===== src/rtl/lp_seq_pkg.sv =====
package lp_seq_pkg;
  localparam int HOLD_16          = 16;
  localparam int HOLD_32          = 32;
  localparam int HOLD_64          = 64;
  localparam int HALT_FLUSH       = 32;
  localparam int CLKOUT_HIGH_MAX  = 45;
  localparam int PLL_LOCK_CYCLES  = 131072;
  localparam int RESUME_RAM       = 35;
  localparam int RESUME_FLASH     = 1125;
  localparam int STBY_RESUME      = 12;
  localparam int QUAL_W           = 6;
  localparam int QUAL_EXTRA       = 2;
  localparam int CNT_W            = 18;
  localparam logic [1:0] DIV_32   = 2'h2;
  localparam logic [1:0] DIV_64   = 2'h3;
  localparam logic MODE_STANDBY   = 1'b0;
  localparam logic MODE_HALT      = 1'b1;

  typedef enum logic [3:0] {
    ST_RUN       = 4'h0,
    ST_SB_HOLD   = 4'h1,
    ST_SB_SLEEP  = 4'h3,
    ST_SB_WAKE   = 4'h2,
    ST_HT_HOLD   = 4'h4,
    ST_HT_SLEEP  = 4'hC,
    ST_HT_OSC    = 4'hD,
    ST_HT_LOCK   = 4'h9,
    ST_HT_RESUME = 4'h8
  } lp_state_t;
endpackage : lp_seq_pkg


===== src/rtl/standby_halt_power_sequencer.sv =====
`timescale 1ns/1ps
module standby_halt_power_sequencer
  import lp_seq_pkg::*;
#(
  parameter int PLL_LOCK = lp_seq_pkg::PLL_LOCK_CYCLES
) (
  // clock and reset
  input  wire logic              i_core_clk,
  input  wire logic              i_rst,
  // core side
  input  wire logic              i_idle_exec,
  input  wire logic              i_mode_select,
  input  wire logic [1:0]        i_pll_divide_select,
  input  wire logic              i_flash_sleeping,
  input  wire logic              i_ext_access_busy,
  // low power control fields
  input  wire logic              i_qual_enable,
  input  wire logic [QUAL_W-1:0] i_standby_wake_qualify_count,
  // wake sources
  input  wire logic              i_ext_wake,
  input  wire logic              i_nonmaskable_wake_input,
  input  wire logic              i_device_reset_pin,
  // clock controls
  output logic                   o_system_clock_en,
  output logic                   o_peripheral_clock_en,
  output logic                   o_oscillator_en,
  output logic                   o_pll_en,
  output logic                   o_watchdog_clock_en,
  output logic                   o_core_input_clock_en,
  output logic                   o_external_clock_output,
  // status
  output logic                   o_ext_access_failed,
  output logic                   o_cpu_resume,
  output logic                   o_wake_irq,
  output logic                   o_standby,
  output logic                   o_halt
);
  import lp_seq_pkg::*;

  lp_state_t         state;
  lp_state_t         next_state;
  logic [CNT_W-1:0]  cnt;
  logic [CNT_W-1:0]  hold_len;
  logic [CNT_W-1:0]  resume_len;
  logic              cnt_done;
  logic              wake_ok;
  logic              reset_wake;

  // hold length depends on divide select
  always_comb begin
    unique case (i_pll_divide_select)
      DIV_32:  hold_len = CNT_W'(HOLD_32);
      DIV_64:  hold_len = CNT_W'(HOLD_64);
      default: hold_len = CNT_W'(HOLD_16);
    endcase
  end

  // flash wake is slow, ram wake fast
  assign resume_len = i_flash_sleeping ? CNT_W'(RESUME_FLASH)
                                       : CNT_W'(RESUME_RAM);
  assign cnt_done   = (cnt == '0);
  // reset pin wakes from halt as well; its own width is the far side's job
  assign reset_wake = i_device_reset_pin;

  wake_qualifier u_wake_qualifier (
    .i_core_clk   (i_core_clk),
    .i_rst        (i_rst),
    .i_arm        (state == ST_SB_SLEEP),
    .i_qual_en    (i_qual_enable),
    .i_qual_count (i_standby_wake_qualify_count),
    .i_wake       (i_ext_wake),
    .o_wake_ok    (wake_ok)
  );

  always_comb begin
    next_state = state;
    unique case (state)
      ST_RUN:
        if (i_idle_exec)
          next_state = (i_mode_select == MODE_HALT) ? ST_HT_HOLD
                                                    : ST_SB_HOLD;
      ST_SB_HOLD:
        if (cnt_done) next_state = ST_SB_SLEEP;
      ST_SB_SLEEP:
        if (wake_ok) next_state = ST_SB_WAKE;
      ST_SB_WAKE:
        if (cnt_done) next_state = ST_RUN;
      ST_HT_HOLD:
        if (cnt_done) next_state = ST_HT_SLEEP;
      ST_HT_SLEEP:
        if (i_nonmaskable_wake_input) next_state = ST_HT_OSC;
        else if (reset_wake) next_state = ST_HT_LOCK;
      ST_HT_OSC:
        if (!i_nonmaskable_wake_input) next_state = ST_HT_LOCK;
      ST_HT_LOCK:
        if (cnt_done) next_state = ST_HT_RESUME;
      ST_HT_RESUME:
        if (cnt_done) next_state = ST_RUN;
      default: next_state = ST_RUN;
    endcase
  end

  always_ff @(posedge i_core_clk) begin
    if (i_rst)
      state <= ST_RUN;
    else
      state <= next_state;
  end

  // one down counter reloaded on every state change
  always_ff @(posedge i_core_clk) begin
    if (i_rst) begin
      cnt <= '0;
    end else if (next_state != state) begin
      unique case (next_state)
        ST_SB_HOLD:   cnt <= hold_len - 1'b1;
        ST_HT_HOLD:   cnt <= CNT_W'(HALT_FLUSH - 1);
        ST_SB_WAKE:   cnt <= CNT_W'(STBY_RESUME - 2);
        ST_HT_LOCK:   cnt <= CNT_W'(PLL_LOCK - 1);
        ST_HT_RESUME: cnt <= resume_len - 2'h2;
        default:      cnt <= '0;
      endcase
    end else if (!cnt_done) begin
      cnt <= cnt - 1'b1;
    end
  end

  // clock enables follow the state; pll and watchdog live in standby
  always_ff @(posedge i_core_clk) begin
    if (i_rst) begin
      o_system_clock_en     <= 1'b1;
      o_peripheral_clock_en <= 1'b1;
      o_oscillator_en       <= 1'b1;
      o_pll_en              <= 1'b1;
      o_watchdog_clock_en   <= 1'b1;
      o_core_input_clock_en <= 1'b1;
    end else begin
      o_system_clock_en <= !(next_state inside
        {ST_SB_SLEEP, ST_HT_SLEEP, ST_HT_OSC, ST_HT_LOCK});
      o_peripheral_clock_en <= !(next_state inside
        {ST_SB_SLEEP, ST_HT_SLEEP, ST_HT_OSC, ST_HT_LOCK});
      o_oscillator_en  <= (next_state != ST_HT_SLEEP);
      o_pll_en <= !(next_state inside {ST_HT_SLEEP, ST_HT_OSC});
      o_watchdog_clock_en <= !(next_state inside
        {ST_HT_SLEEP, ST_HT_OSC, ST_HT_LOCK});
      o_core_input_clock_en <= !(next_state inside
        {ST_HT_SLEEP, ST_HT_OSC, ST_HT_LOCK});
    end
  end

  // clock output parks high once the clock stops
  always_ff @(posedge i_core_clk) begin
    if (i_rst)
      o_external_clock_output <= 1'b0;
    else if (!(next_state inside {ST_RUN, ST_SB_HOLD, ST_HT_HOLD,
                                  ST_SB_WAKE, ST_HT_RESUME}))
      o_external_clock_output <= 1'b1;
    else
      o_external_clock_output <= !o_external_clock_output;
  end

  // a bus cycle still open when the clock stops cannot finish
  always_ff @(posedge i_core_clk) begin
    if (i_rst)
      o_ext_access_failed <= 1'b0;
    else if (i_idle_exec && state == ST_RUN)
      o_ext_access_failed <= 1'b0;
    else if ((state == ST_SB_HOLD || state == ST_HT_HOLD) && cnt_done
             && i_ext_access_busy)
      o_ext_access_failed <= 1'b1;
  end

  // resume and wake interrupt pulse together on return to run
  always_ff @(posedge i_core_clk) begin
    if (i_rst) begin
      o_cpu_resume <= 1'b0;
      o_wake_irq   <= 1'b0;
      o_standby    <= 1'b0;
      o_halt       <= 1'b0;
    end else begin
      o_cpu_resume <= (state != ST_RUN) && (next_state == ST_RUN);
      o_wake_irq   <= next_state == ST_RUN && state != ST_RUN;
      o_standby    <= (next_state == ST_SB_SLEEP);
      o_halt       <= next_state inside
        {ST_HT_SLEEP, ST_HT_OSC, ST_HT_LOCK};
    end
  end
endmodule : standby_halt_power_sequencer


===== src/rtl/wake_qualifier.sv =====
`timescale 1ns/1ps
module wake_qualifier
  import lp_seq_pkg::*;
(
  // clock and reset
  input  wire logic              i_core_clk,
  input  wire logic              i_rst,
  // qualification control
  input  wire logic              i_arm,
  input  wire logic              i_qual_en,
  input  wire logic [QUAL_W-1:0] i_qual_count,
  // wake input and result
  input  wire logic              i_wake,
  output logic                   o_wake_ok
);
  logic [QUAL_W:0] width;

  // pulse must last count plus two cycles when qualified
  always_ff @(posedge i_core_clk) begin
    if (i_rst || !i_arm || !i_wake) begin
      width     <= '0;
      o_wake_ok <= 1'b0;
    end else begin
      if (width != '1)
        width <= width + 1'b1;
      if (!i_qual_en)
        o_wake_ok <= 1'b1;
      else if ({1'b0, width} + 8'h01 >=
               {2'h0, i_qual_count} + 8'(QUAL_EXTRA))
        o_wake_ok <= 1'b1;
    end
  end
endmodule : wake_qualifier

===== config.mk =====
export PLATFORM = sky130hd
export DESIGN_NAME = standby_halt_power_sequencer
export DESIGN_NICKNAME = d
export VERILOG_FILES = /design/src/rtl/lp_seq_pkg.sv /design/src/rtl/standby_halt_power_sequencer.sv /design/src/rtl/wake_qualifier.sv
export SDC_FILE = /design/constraint.sdc
export NUM_CORES = 1
export LEC_CHECK = 0
export BUFFER_PORTS_ARGS = -buffer_cell sky130_fd_sc_hd__buf_2
export CAP_MARGIN = 30
export CELL_PAD_IN_SITES_DETAIL_PLACEMENT = 1
export CELL_PAD_IN_SITES_GLOBAL_PLACEMENT = 1
export CORE_UTILIZATION = 46
export DETAILED_ROUTE_END_ITERATION = 10
export PLACE_DENSITY = 0.86
export SYNTH_ARGS = -nofsm -noshare
export SYNTH_HDL_FRONTEND = slang
export SYNTH_SLANG_ARGS = --single-unit

===== constraint.sdc =====
create_clock -name i_core_clk -period 6.9 [get_ports i_core_clk]
set_clock_uncertainty 0.1 [all_clocks]
set_input_delay 0.69 -clock i_core_clk [delete_from_list [all_inputs] [get_ports i_core_clk]]
set_output_delay 0.69 -clock i_core_clk [all_outputs]
set_load 0.01 [all_outputs]

==> report_table.html, run 1 <==
<table>
<tr><th>Metric</th><th>Value</th></tr>
<tr><th colspan="2">Floorplan</th></tr>
<tr><td>I/O Pins</td><td>30</td></tr>
<tr><td>Starting Density</td><td>47.5%</td></tr>
<tr><td>Die span in y</td><td>71.9 um</td></tr>
<tr><td>Rows</td><td>25</td></tr>
<tr><td>Die span in x</td><td>71.9 um</td></tr>
<tr><td>Die Outline Area</td><td>5170 sq um</td></tr>
<tr><td>Area of the placeable core</td><td>4720 sq um</td></tr>
<tr><th colspan="2">STA</th></tr>
<tr><td>Maximum clock rate</td><td>0.295 GHz</td></tr>
<tr><td>Setup-violating endpoint count in the final report</td><td>0</td></tr>
<tr><td>Final worst-path setup slack</td><td>3.51 ns</td></tr>
<tr><td>Setup repair after global routing missed its margin</td><td>false</td></tr>
<tr><td>Part of the cycle the worst path needs</td><td>49.2%</td></tr>
<tr><td>Max-slew headroom</td><td>38.7%</td></tr>
<tr><td>Worst Max-Slew Pin Slew</td><td>0.910 ns</td></tr>
<tr><td>Hold Vio Cnt, Final</td><td>0</td></tr>
<tr><td>Number of pins exceeding their max-slew limit in the final report</td><td>0</td></tr>
<tr><td>Setup TNS after final layout</td><td>0 ns</td></tr>
<tr><td>Final critical delay including setup and external delays</td><td>3.39 ns</td></tr>
<tr><th colspan="2">Clock network</th></tr>
<tr><td>Clock transition time at the flip-flop clock pins of the worst setup and hold paths</td><td>0.09 ns</td></tr>
<tr><td>Clock buffers created by TritonCTS</td><td>5</td></tr>
<tr><td>Deepest level of the CTS H-tree</td><td>2</td></tr>
<tr><td>Clock tree from TritonCTS</td><td>yes</td></tr>
<tr><td>Gates resized, CTS repair</td><td>0</td></tr>
<tr><td>Maximum buffer depth of the clock tree</td><td>2</td></tr>
<tr><td>Post-CTS repair timing setup buffer count</td><td>0</td></tr>
<tr><td>Hold-fix buffer count after cts</td><td>0</td></tr>
<tr><td>TritonCTS Sinks</td><td>39</td></tr>
<tr><td>Cell chosen for the clock root</td><td>sky130_fd_sc_hd__clkbuf_8</td></tr>
<tr><td>Clock latency on the worst-skew pair</td><td>0.30 ns</td></tr>
<tr><th colspan="2">Global route</th></tr>
<tr><td>GRT met2 Usage</td><td>40.1%</td></tr>
<tr><td>GRT Resource Usage Total</td><td>24.7%</td></tr>
<tr><td>Number of global-route vias before repair</td><td>1994</td></tr>
<tr><td>Antenna violations before repair</td><td>0</td></tr>
<tr><td>Remaining global-route overflow</td><td>0</td></tr>
<tr><td>Busiest metal layer after global routing</td><td>met2</td></tr>
<tr><td>Global-route wire length before repair</td><td>9.82 mm</td></tr>
<tr><td>Met3 Use GR</td><td>4.22%</td></tr>
<tr><td>Largest net degree at the start of global routing</td><td>23</td></tr>
<tr><td>Global routing met1 resource utilization</td><td>34.0%</td></tr>
<tr><th colspan="2">Place</th></tr>
<tr><td>Cell Area, Placed</td><td>2400 sq um</td></tr>
<tr><td>Inst Count DP</td><td>348</td></tr>
<tr><td>Setup WS pre-CTS</td><td>3.53 ns</td></tr>
<tr><td>Port Buf Inserts</td><td>29</td></tr>
<tr><td>Routability congestion estimate from global placement</td><td>0.798</td></tr>
<tr><td>Detailed Place HPWL</td><td>4.22 mm</td></tr>
<tr><th colspan="2">Yosys</th></tr>
<tr><td>Post-synthesis instance area</td><td>2250 sq um</td></tr>
<tr><td>Sequential cell area fraction in the yosys report</td><td>34.8%</td></tr>
<tr><td>Synth Net Count</td><td>294</td></tr>
<tr><td>Count of flip-flops with a built-in enable after synthesis</td><td>0</td></tr>
<tr><td>Count of synthesis-stage warnings from yosys</td><td>0</td></tr>
<tr><td>Most frequently used flop master after synthesis</td><td>sky130_fd_sc_hd__dfxtp_1</td></tr>
<tr><td>Avg Synthesized Cell Area</td><td>8.44 sq um</td></tr>
<tr><td>Number of flip-flops and latches in the synthesized netlist</td><td>39</td></tr>
<tr><td>Post-synthesis async set-or-reset flop share</td><td>0%</td></tr>
<tr><td>Synth Instances</td><td>266</td></tr>
<tr><td>Count of different cell masters after synthesis</td><td>59</td></tr>
<tr><th colspan="2">Worst setup path</th></tr>
<tr><td>Launching element type of the critical path</td><td>flip-flop</td></tr>
<tr><td>Peak fanout along the critical path</td><td>15</td></tr>
<tr><td>Element type at the critical path end</td><td>flip-flop</td></tr>
<tr><td>CP Data Arrival Time</td><td>3.50 ns</td></tr>
<tr><td>Required time of the worst setup path</td><td>7.01 ns</td></tr>
<tr><td>Setup Crit Path Kind</td><td>reg -&gt; reg</td></tr>
<tr><th colspan="2">Layout</th></tr>
<tr><td>Highest-count cells in the layout ignoring fill and taps</td><td>39 x sky130_fd_sc_hd__dfxtp_1, 29 x sky130_fd_sc_hd__buf_2, 26 x sky130_fd_sc_hd__nor2_1, 24 x sky130_fd_sc_hd__nand2_1, 15 x sky130_fd_sc_hd__a21oi_1</td></tr>
<tr><td>Seq. cell area</td><td>781 sq um</td></tr>
<tr><td>Net count, final</td><td>316</td></tr>
<tr><td>Area delta synth-&gt;final</td><td>12.1%</td></tr>
<tr><td>Leading cell type in the layout, fill and taps excluded</td><td>sky130_fd_sc_hd__dfxtp_1</td></tr>
<tr><td>Final Cell Area</td><td>2520 sq um</td></tr>
<tr><td>Total area of multi-input combinational cells</td><td>1360 sq um</td></tr>
<tr><td>Diodes inserted</td><td>0</td></tr>
<tr><td>Non-filler instance count after layout</td><td>356</td></tr>
<tr><td>Proportion of layout cells with a drive suffix above 1</td><td>18.0%</td></tr>
<tr><td>Filler instances</td><td>585</td></tr>
<tr><th colspan="2">Pwr</th></tr>
<tr><td>Static leakage power</td><td>1.04 nW</td></tr>
<tr><td>Maximum VDD drop</td><td>134 uV</td></tr>
<tr><td>Pwr Total</td><td>0.926 mW</td></tr>
<tr><td>Power per Cell Area</td><td>368 nW/um^2</td></tr>
<tr><th colspan="2">Run</th></tr>
<tr><td>Max cap viols</td><td>0</td></tr>
<tr><th colspan="2">Drt</th></tr>
<tr><td>Post-route ant nets</td><td>0</td></tr>
<tr><td>Total Routed Length</td><td>5.70 mm</td></tr>
<tr><td>Drt first-iter violations</td><td>95</td></tr>
<tr><td>Number of remaining DRC errors</td><td>0</td></tr>
<tr><td>Via-to-Cell Ratio</td><td>5.71</td></tr>
<tr><td>Overall via count from detail_route</td><td>2031</td></tr>
<tr><td>Final routed wire length divided by cell count</td><td>16.0 um</td></tr>
<tr><td>Length of the first detailed-routing pass in iterations</td><td>4</td></tr>
<tr><th colspan="2">Outcome</th></tr>
<tr><td>Status</td><td>complete, no violations</td></tr>
<tr><th colspan="2">Worst hold path</th></tr>
<tr><td>Tightest Hold Check Type</td><td>reg -&gt; reg</td></tr>
</table>
-- where the power goes --
part	switching, mW	total [mW]	internal [mW]
clock	0.0823	0.199	0.117
sequential	0.0462	0.312	0.266
combinational	0.250	0.414	0.164
-- cells by family (layout without fill, tap and decap cells) --
logic type,Yosys count,count (layout),synth area share (%)
buffers and inverters,23,46,4.79
XOR/XNOR,23,23,8.97
AND/OR/NAND/NOR,105,105,24.1
multiplexers,1,1,0.446
flip-flops,39,39,34.8
adder cells (fa/ha/maj),10,10,5.57
AO/OA/AOI/OAI,65,65,21.4
-- path summary, 6_finish.rpt --
check                                 start                         to  slack (ns)  cells after the start
hold / removal    u_wake_qualifier.width[1]  u_wake_qualifier.width[1]        0.43                      2
setup reg to reg                     cnt[0]                    cnt[17]        3.51                      9
hold reg to reg   u_wake_qualifier.width[1]  u_wake_qualifier.width[1]        0.43                      2
setup / recovery                     cnt[0]                    cnt[17]        3.51                      9
-- final cells by class --
class / count / area share, %
flip-flops and latches: 39 / 31.0
repair buffers: 29 / 5.76
multi-input cells: 204 / 53.9
inverters: 9 / 1.34
clock inverters: 2 / 1.39
clock buffers: 6 / 3.28
well taps: 67 / 3.33
-- sequential cells by signal, summed over array words and instances (netlist names) --
name and cells:
o_halt 1, u_wake_qualifier.width 7, o_standby 1, cnt 18, o_core_input_clock_en 1, o_external_clock_output 1, o_pll_en 1, o_peripheral_clock_en 1
o_ext_access_failed 1, o_wake_irq 1, state 4, u_wake_qualifier.o_wake_ok 1, o_oscillator_en 1
-- synthesized netlist by cell type (2+ instances only) --
cell type	instances	area, sq um
sky130_fd_sc_hd__a211oi_1	6	45.0
sky130_fd_sc_hd__a21o_1	4	30.0
sky130_fd_sc_hd__a21oi_1	15	75.1
sky130_fd_sc_hd__a221oi_1	3	26.3
sky130_fd_sc_hd__a311oi_1	2	17.5
sky130_fd_sc_hd__a31oi_1	2	12.5
sky130_fd_sc_hd__and2_1	3	18.8
sky130_fd_sc_hd__and3_1	3	18.8
sky130_fd_sc_hd__buf_2	2	10.0
sky130_fd_sc_hd__buf_4	3	22.5
sky130_fd_sc_hd__clkbuf_1	7	26.3
sky130_fd_sc_hd__dfxtp_1	39	781
sky130_fd_sc_hd__ha_1	10	125
sky130_fd_sc_hd__inv_1	8	30.0
sky130_fd_sc_hd__nand2_1	24	90.1
sky130_fd_sc_hd__nand2b_1	4	25.0
sky130_fd_sc_hd__nand3_1	7	35.0
sky130_fd_sc_hd__nand4_1	2	12.5
sky130_fd_sc_hd__nor2_1	26	97.6
sky130_fd_sc_hd__nor2b_1	3	18.8
sky130_fd_sc_hd__nor3_1	11	55.1
sky130_fd_sc_hd__nor3_2	2	20.0
sky130_fd_sc_hd__nor4_1	3	18.8
sky130_fd_sc_hd__o21ai_0	14	70.1
sky130_fd_sc_hd__o31ai_1	2	15.0
sky130_fd_sc_hd__or3_1	5	31.3
sky130_fd_sc_hd__or4_1	3	22.5
sky130_fd_sc_hd__xnor2_1	13	114
sky130_fd_sc_hd__xor2_1	10	87.6
-- stage by stage --
step | hold slack (ns) | utilization, %
4_1_cts | 0.428 | 53.3
6_report | 0.427 | 53.3
3_3_place_gp | 0.419 | 50.8
5_1_grt | 0.478 | 53.3
3_5_place_dp | 0.415 | 50.8
2_1_floorplan | 0.385 | -
-- per-layer routing --
metal,share of wire [%],up-vias
met5,0,-
met4,1.3,0
met3,3.1,5
met2,48,35
met1,47,994
li1,-,997
-- worst max-delay path, cell delays in order, from the launching register on --
cell and delay [ns]:
sky130_fd_sc_hd__dfxtp_1 0.36, sky130_fd_sc_hd__inv_1 0.07, sky130_fd_sc_hd__ha_1 0.17, sky130_fd_sc_hd__or3b_1 0.44, sky130_fd_sc_hd__or3_1 0.48, sky130_fd_sc_hd__o41ai_4 0.38, sky130_fd_sc_hd__nand3_2 0.12, sky130_fd_sc_hd__a21oi_2 0.55
sky130_fd_sc_hd__nand2_1 0.35, sky130_fd_sc_hd__a21oi_1 0.27
No activity file was read; power rests on OpenSTA's default activity.
==> run 2: changes to the inputs <==
--- a/config.mk
+++ b/config.mk
@@ -9,9 +9,9 @@
 export CAP_MARGIN = 30
 export CELL_PAD_IN_SITES_DETAIL_PLACEMENT = 1
 export CELL_PAD_IN_SITES_GLOBAL_PLACEMENT = 1
-export CORE_UTILIZATION = 46
+export CORE_UTILIZATION = 39
 export DETAILED_ROUTE_END_ITERATION = 10
-export PLACE_DENSITY = 0.86
+export PLACE_DENSITY = 0.78
 export SYNTH_ARGS = -nofsm -noshare
 export SYNTH_HDL_FRONTEND = slang
 export SYNTH_SLANG_ARGS = --single-unit
==> constraint.sdc (replaced) <==
create_clock -name i_core_clk -period 2.8 [get_ports i_core_clk]
set_clock_uncertainty 0.1 [all_clocks]
set_input_delay 0.28 -clock i_core_clk [delete_from_list [all_inputs] [get_ports i_core_clk]]
set_output_delay 0.28 -clock i_core_clk [all_outputs]
set_load 0.01 [all_outputs]
==> report_table.html, run 2 (same netlist as run 1, synthesis figures left out) <==
<table>
<tr><th>Metric</th><th>Value</th></tr>
<tr><th colspan="2">Place</th></tr>
<tr><td>Cell Area, Placed</td><td>2660 sq um (+11%)</td></tr>
<tr><td>Setup WS pre-CTS</td><td>-0.143 ns (-3.67 ns)</td></tr>
<tr><td>Inst Count DP</td><td>387 (+11%)</td></tr>
<tr><td>Routability congestion estimate from global placement</td><td>0.832 (+4.2%)</td></tr>
<tr><td>Detailed Place HPWL</td><td>4.79 mm (+14%)</td></tr>
<tr><td>Port Buf Inserts</td><td>29 (unchanged)</td></tr>
<tr><th colspan="2">Worst hold path</th></tr>
<tr><td>Worst min-delay path endpoint</td><td>o_ext_access_failed</td></tr>
<tr><td>Tightest Hold Check Type</td><td>in -&gt; reg</td></tr>
<tr><td>Hold Path Origin</td><td>i_ext_access_busy</td></tr>
<tr><td>Cell count of the worst hold path</td><td>3 (+1)</td></tr>
<tr><th colspan="2">STA</th></tr>
<tr><td>Hold Vio Cnt, Final</td><td>0 (unchanged)</td></tr>
<tr><td>Final worst-path setup slack</td><td>0.0329 ns (-3.47 ns)</td></tr>
<tr><td>Max-slew headroom</td><td>36.2% (-2.5 points)</td></tr>
<tr><td>Maximum clock rate</td><td>0.361 GHz (+23%)</td></tr>
<tr><td>Setup-violating endpoint count in the final report</td><td>0 (unchanged)</td></tr>
<tr><td>Part of the cycle the worst path needs</td><td>98.8% (+50 points)</td></tr>
<tr><td>Final critical delay including setup and external delays</td><td>2.77 ns (-0.626 ns)</td></tr>
<tr><td>Worst Max-Slew Pin Slew</td><td>0.947 ns (+0.0369 ns)</td></tr>
<tr><td>Number of pins exceeding their max-slew limit in the final report</td><td>0 (unchanged)</td></tr>
<tr><td>Setup repair after global routing missed its margin</td><td>true</td></tr>
<tr><th colspan="2">Worst setup path</th></tr>
<tr><td>Peak per-stage delay on the critical path</td><td>0.54 ns (about the same)</td></tr>
<tr><td>Cells along the critical path</td><td>or4_4, or3_4, or3_4, mux2i_4, nor3_2, buf_4, nor3_2, and3_1</td></tr>
<tr><td>CP Data Arrival Time</td><td>2.86 ns (-0.64 ns)</td></tr>
<tr><td>Peak fanout along the critical path</td><td>4 (-11)</td></tr>
<tr><td>Critical R2R Launch</td><td>cnt[10]</td></tr>
<tr><td>Element type at the critical path end</td><td>flip-flop</td></tr>
<tr><td>Standard cell with the maximum stage delay on the critical path</td><td>sky130_fd_sc_hd__or4_4</td></tr>
<tr><td>Worst path bufs/invs</td><td>1 (unchanged)</td></tr>
<tr><td>Worst setup slack for register-to-register paths</td><td>0.03 ns (-3.47 ns)</td></tr>
<tr><td>Required time of the worst setup path</td><td>2.89 ns (-4.12 ns)</td></tr>
<tr><td>Worst-case reg-to-reg path depth</td><td>8 (-1)</td></tr>
<tr><td>Setup Crit Path Kind</td><td>reg -&gt; reg</td></tr>
<tr><td>Crit-path leading delay family</td><td>simple AND/OR/NAND/NOR gates</td></tr>
<tr><td>Launching element type of the critical path</td><td>flip-flop</td></tr>
<tr><td>Critical R2R Capture</td><td>o_wake_irq</td></tr>
<tr><th colspan="2">Layout</th></tr>
<tr><td>Net count, final</td><td>351 (+11%)</td></tr>
<tr><td>Most flop-heavy register</td><td>cnt</td></tr>
<tr><td>Flip-flop count of the largest register after layout</td><td>18 (unchanged)</td></tr>
<tr><td>Area delta synth-&gt;final</td><td>29.4%</td></tr>
<tr><td>Regs by FF count</td><td>cnt: 18 flops, u_wake_qualifier.width: 7 flops, state: 4 flops</td></tr>
<tr><td>Diodes inserted</td><td>0 (unchanged)</td></tr>
<tr><td>Proportion of layout cells with a drive suffix above 1</td><td>33.6% (+16 points)</td></tr>
<tr><td>Highest-count cells in the layout ignoring fill and taps</td><td>38 x sky130_fd_sc_hd__dfxtp_1, 34 x sky130_fd_sc_hd__buf_4, 29 x sky130_fd_sc_hd__buf_2, 25 x sky130_fd_sc_hd__nor2_1, 22 x sky130_fd_sc_hd__nand2_1</td></tr>
<tr><td>Final Cell Area</td><td>2910 sq um (+15%)</td></tr>
<tr><td>Seq. cell area</td><td>782 sq um (+0.16%)</td></tr>
<tr><td>Non-filler instance count after layout</td><td>396 (+11%)</td></tr>
<tr><td>Leading cell type in the layout, fill and taps excluded</td><td>sky130_fd_sc_hd__dfxtp_1</td></tr>
<tr><td>Total area of multi-input combinational cells</td><td>1490 sq um (+9.7%)</td></tr>
<tr><td>Filler instances</td><td>684 (+17%)</td></tr>
<tr><th colspan="2">Global route</th></tr>
<tr><td>Largest net degree at the start of global routing</td><td>23 (unchanged)</td></tr>
<tr><td>Number of global-route vias before repair</td><td>2222 (+11%)</td></tr>
<tr><td>Global-route wire length before repair</td><td>10.7 mm (+8.8%)</td></tr>
<tr><td>GRT Resource Usage Total</td><td>22.8% (-2.0 points)</td></tr>
<tr><td>Remaining global-route overflow</td><td>0 (unchanged)</td></tr>
<tr><td>Antenna violations before repair</td><td>0 (unchanged)</td></tr>
<tr><th colspan="2">Pwr</th></tr>
<tr><td>Power per Cell Area</td><td>909 nW/um^2 (+150%)</td></tr>
<tr><td>Maximum VDD drop</td><td>399 uV (+200%)</td></tr>
<tr><td>Static leakage power</td><td>1.22 nW (+18%)</td></tr>
<tr><th colspan="2">Floorplan</th></tr>
<tr><td>Rows</td><td>27 (+8.0%)</td></tr>
<tr><td>Die span in x</td><td>77.9 um (+8.4%)</td></tr>
<tr><td>Area of the placeable core</td><td>5540 sq um (+17%)</td></tr>
<tr><td>Die Outline Area</td><td>6070 sq um (+17%)</td></tr>
<tr><td>Starting Density</td><td>40.5% (-7.0 points)</td></tr>
<tr><td>I/O Pins</td><td>30 (unchanged)</td></tr>
<tr><td>Die span in y</td><td>77.9 um (+8.4%)</td></tr>
<tr><th colspan="2">Drt</th></tr>
<tr><td>Post-route ant nets</td><td>0 (unchanged)</td></tr>
<tr><td>Overall via count from detail_route</td><td>2171 (+6.9%)</td></tr>
<tr><td>Length of the first detailed-routing pass in iterations</td><td>4 (unchanged)</td></tr>
<tr><td>Final routed wire length divided by cell count</td><td>16.3 um (+2.2%)</td></tr>
<tr><td>Via-to-Cell Ratio</td><td>5.48 (-3.9%)</td></tr>
<tr><td>Number of remaining DRC errors</td><td>0 (unchanged)</td></tr>
<tr><td>Drt first-iter violations</td><td>132 (+39%)</td></tr>
<tr><td>Total Routed Length</td><td>6.47 mm (+14%)</td></tr>
<tr><th colspan="2">Outcome</th></tr>
<tr><td>Status</td><td>complete, no violations</td></tr>
<tr><th colspan="2">Clock network</th></tr>
<tr><td>Deepest level of the CTS H-tree</td><td>2 (unchanged)</td></tr>
<tr><td>Maximum buffer depth of the clock tree</td><td>2 (unchanged)</td></tr>
<tr><td>Clock tree from TritonCTS</td><td>yes</td></tr>
<tr><td>Cell chosen for the clock root</td><td>sky130_fd_sc_hd__clkbuf_8</td></tr>
<tr><td>Clock transition time at the flip-flop clock pins of the worst setup and hold paths</td><td>0.08 ns (about the same)</td></tr>
<tr><td>Clock latency on the worst-skew pair</td><td>0.29 ns (about the same)</td></tr>
<tr><td>Hold-fix buffer count after cts</td><td>0 (unchanged)</td></tr>
<tr><td>TritonCTS Sinks</td><td>39 (unchanged)</td></tr>
<tr><td>Clock buffers created by TritonCTS</td><td>5 (unchanged)</td></tr>
<tr><th colspan="2">Run</th></tr>
<tr><td>Max cap viols</td><td>0 (unchanged)</td></tr>
</table>
[run 2: worst register-to-register path: stages (launching register included)]
cell                      delay, ns
sky130_fd_sc_hd__dfxtp_1       0.32
sky130_fd_sc_hd__or4_4         0.54
sky130_fd_sc_hd__or3_4         0.42
sky130_fd_sc_hd__or3_4         0.43
sky130_fd_sc_hd__mux2i_4       0.21
sky130_fd_sc_hd__nor3_2        0.24
sky130_fd_sc_hd__buf_4         0.17
sky130_fd_sc_hd__nor3_2        0.04
sky130_fd_sc_hd__and3_1        0.20
[run 2: timing repair]
action | CTS | global route
resized for setup | 13 | 24
hold endpoints to repair | 0 | 0
pin swaps | 5 | 14
setup buffers | 0 | 1
endpoints found under the setup margin | 19 | 21
[run 2: worst max path at each step]
stage / end / start / slack [ns] / cells after the start
floorplan: cnt[1] / cnt[12] / 0.06 / 7
global placement: cnt[5] / cnt[12] / -0.05 / 7
detailed placement: cnt[9] / cnt[12] / -0.14 / 7
CTS: cnt[9] / cnt[0] / 0.0007 / 10
global route: o_wake_irq / cnt[10] / -0.04 / 8
finish: o_wake_irq / cnt[10] / 0.03 / 8
[run 2: final cells by class]
class | instances | share of cell area, %
multi-input cells | 204 | 51.2
flip-flops and latches | 39 | 26.9
repair buffers | 64 | 14.2
clock buffers | 8 | 3.44
well taps | 72 | 3.10
inverters | 9 | 1.16
[run 2: report_power, final]
| group | switching [mW] | internal (mW) | total [mW] |
|---|---|---|---|
| clock network | 0.201 | 0.225 | 0.426 |
| registers | 0.0858 | 0.656 | 0.742 |
| logic | 0.797 | 0.678 | 1.48 |
[run 2: metrics by stage]
| step | hold slack (ns) | power, mW | setup TNS, ns | utilization (%) |
|---|---|---|---|---|
| after floorplan | 0.383 | 1.56 | 0 | - |
| after global placement | 0.413 | 1.98 | -0.0474 | 48.1 |
| after detailed placement | 0.424 | 2.03 | -1.12 | 48.1 |
| after CTS | 0.240 | 2.53 | 0 | 51.0 |
| after global routing | 0.240 | 2.81 | -0.124 | 52.5 |
| final | 0.234 | 2.64 | 0 | 52.5 |
[run 2: per-layer routing]
metal,track usage [%],wire [um],up-vias
met5,0,0,-
met4,9.06,176,0
met3,4.82,154,14
met2,38.4,3280,32
met1,28.1,2860,1063
li1,-,-,1062
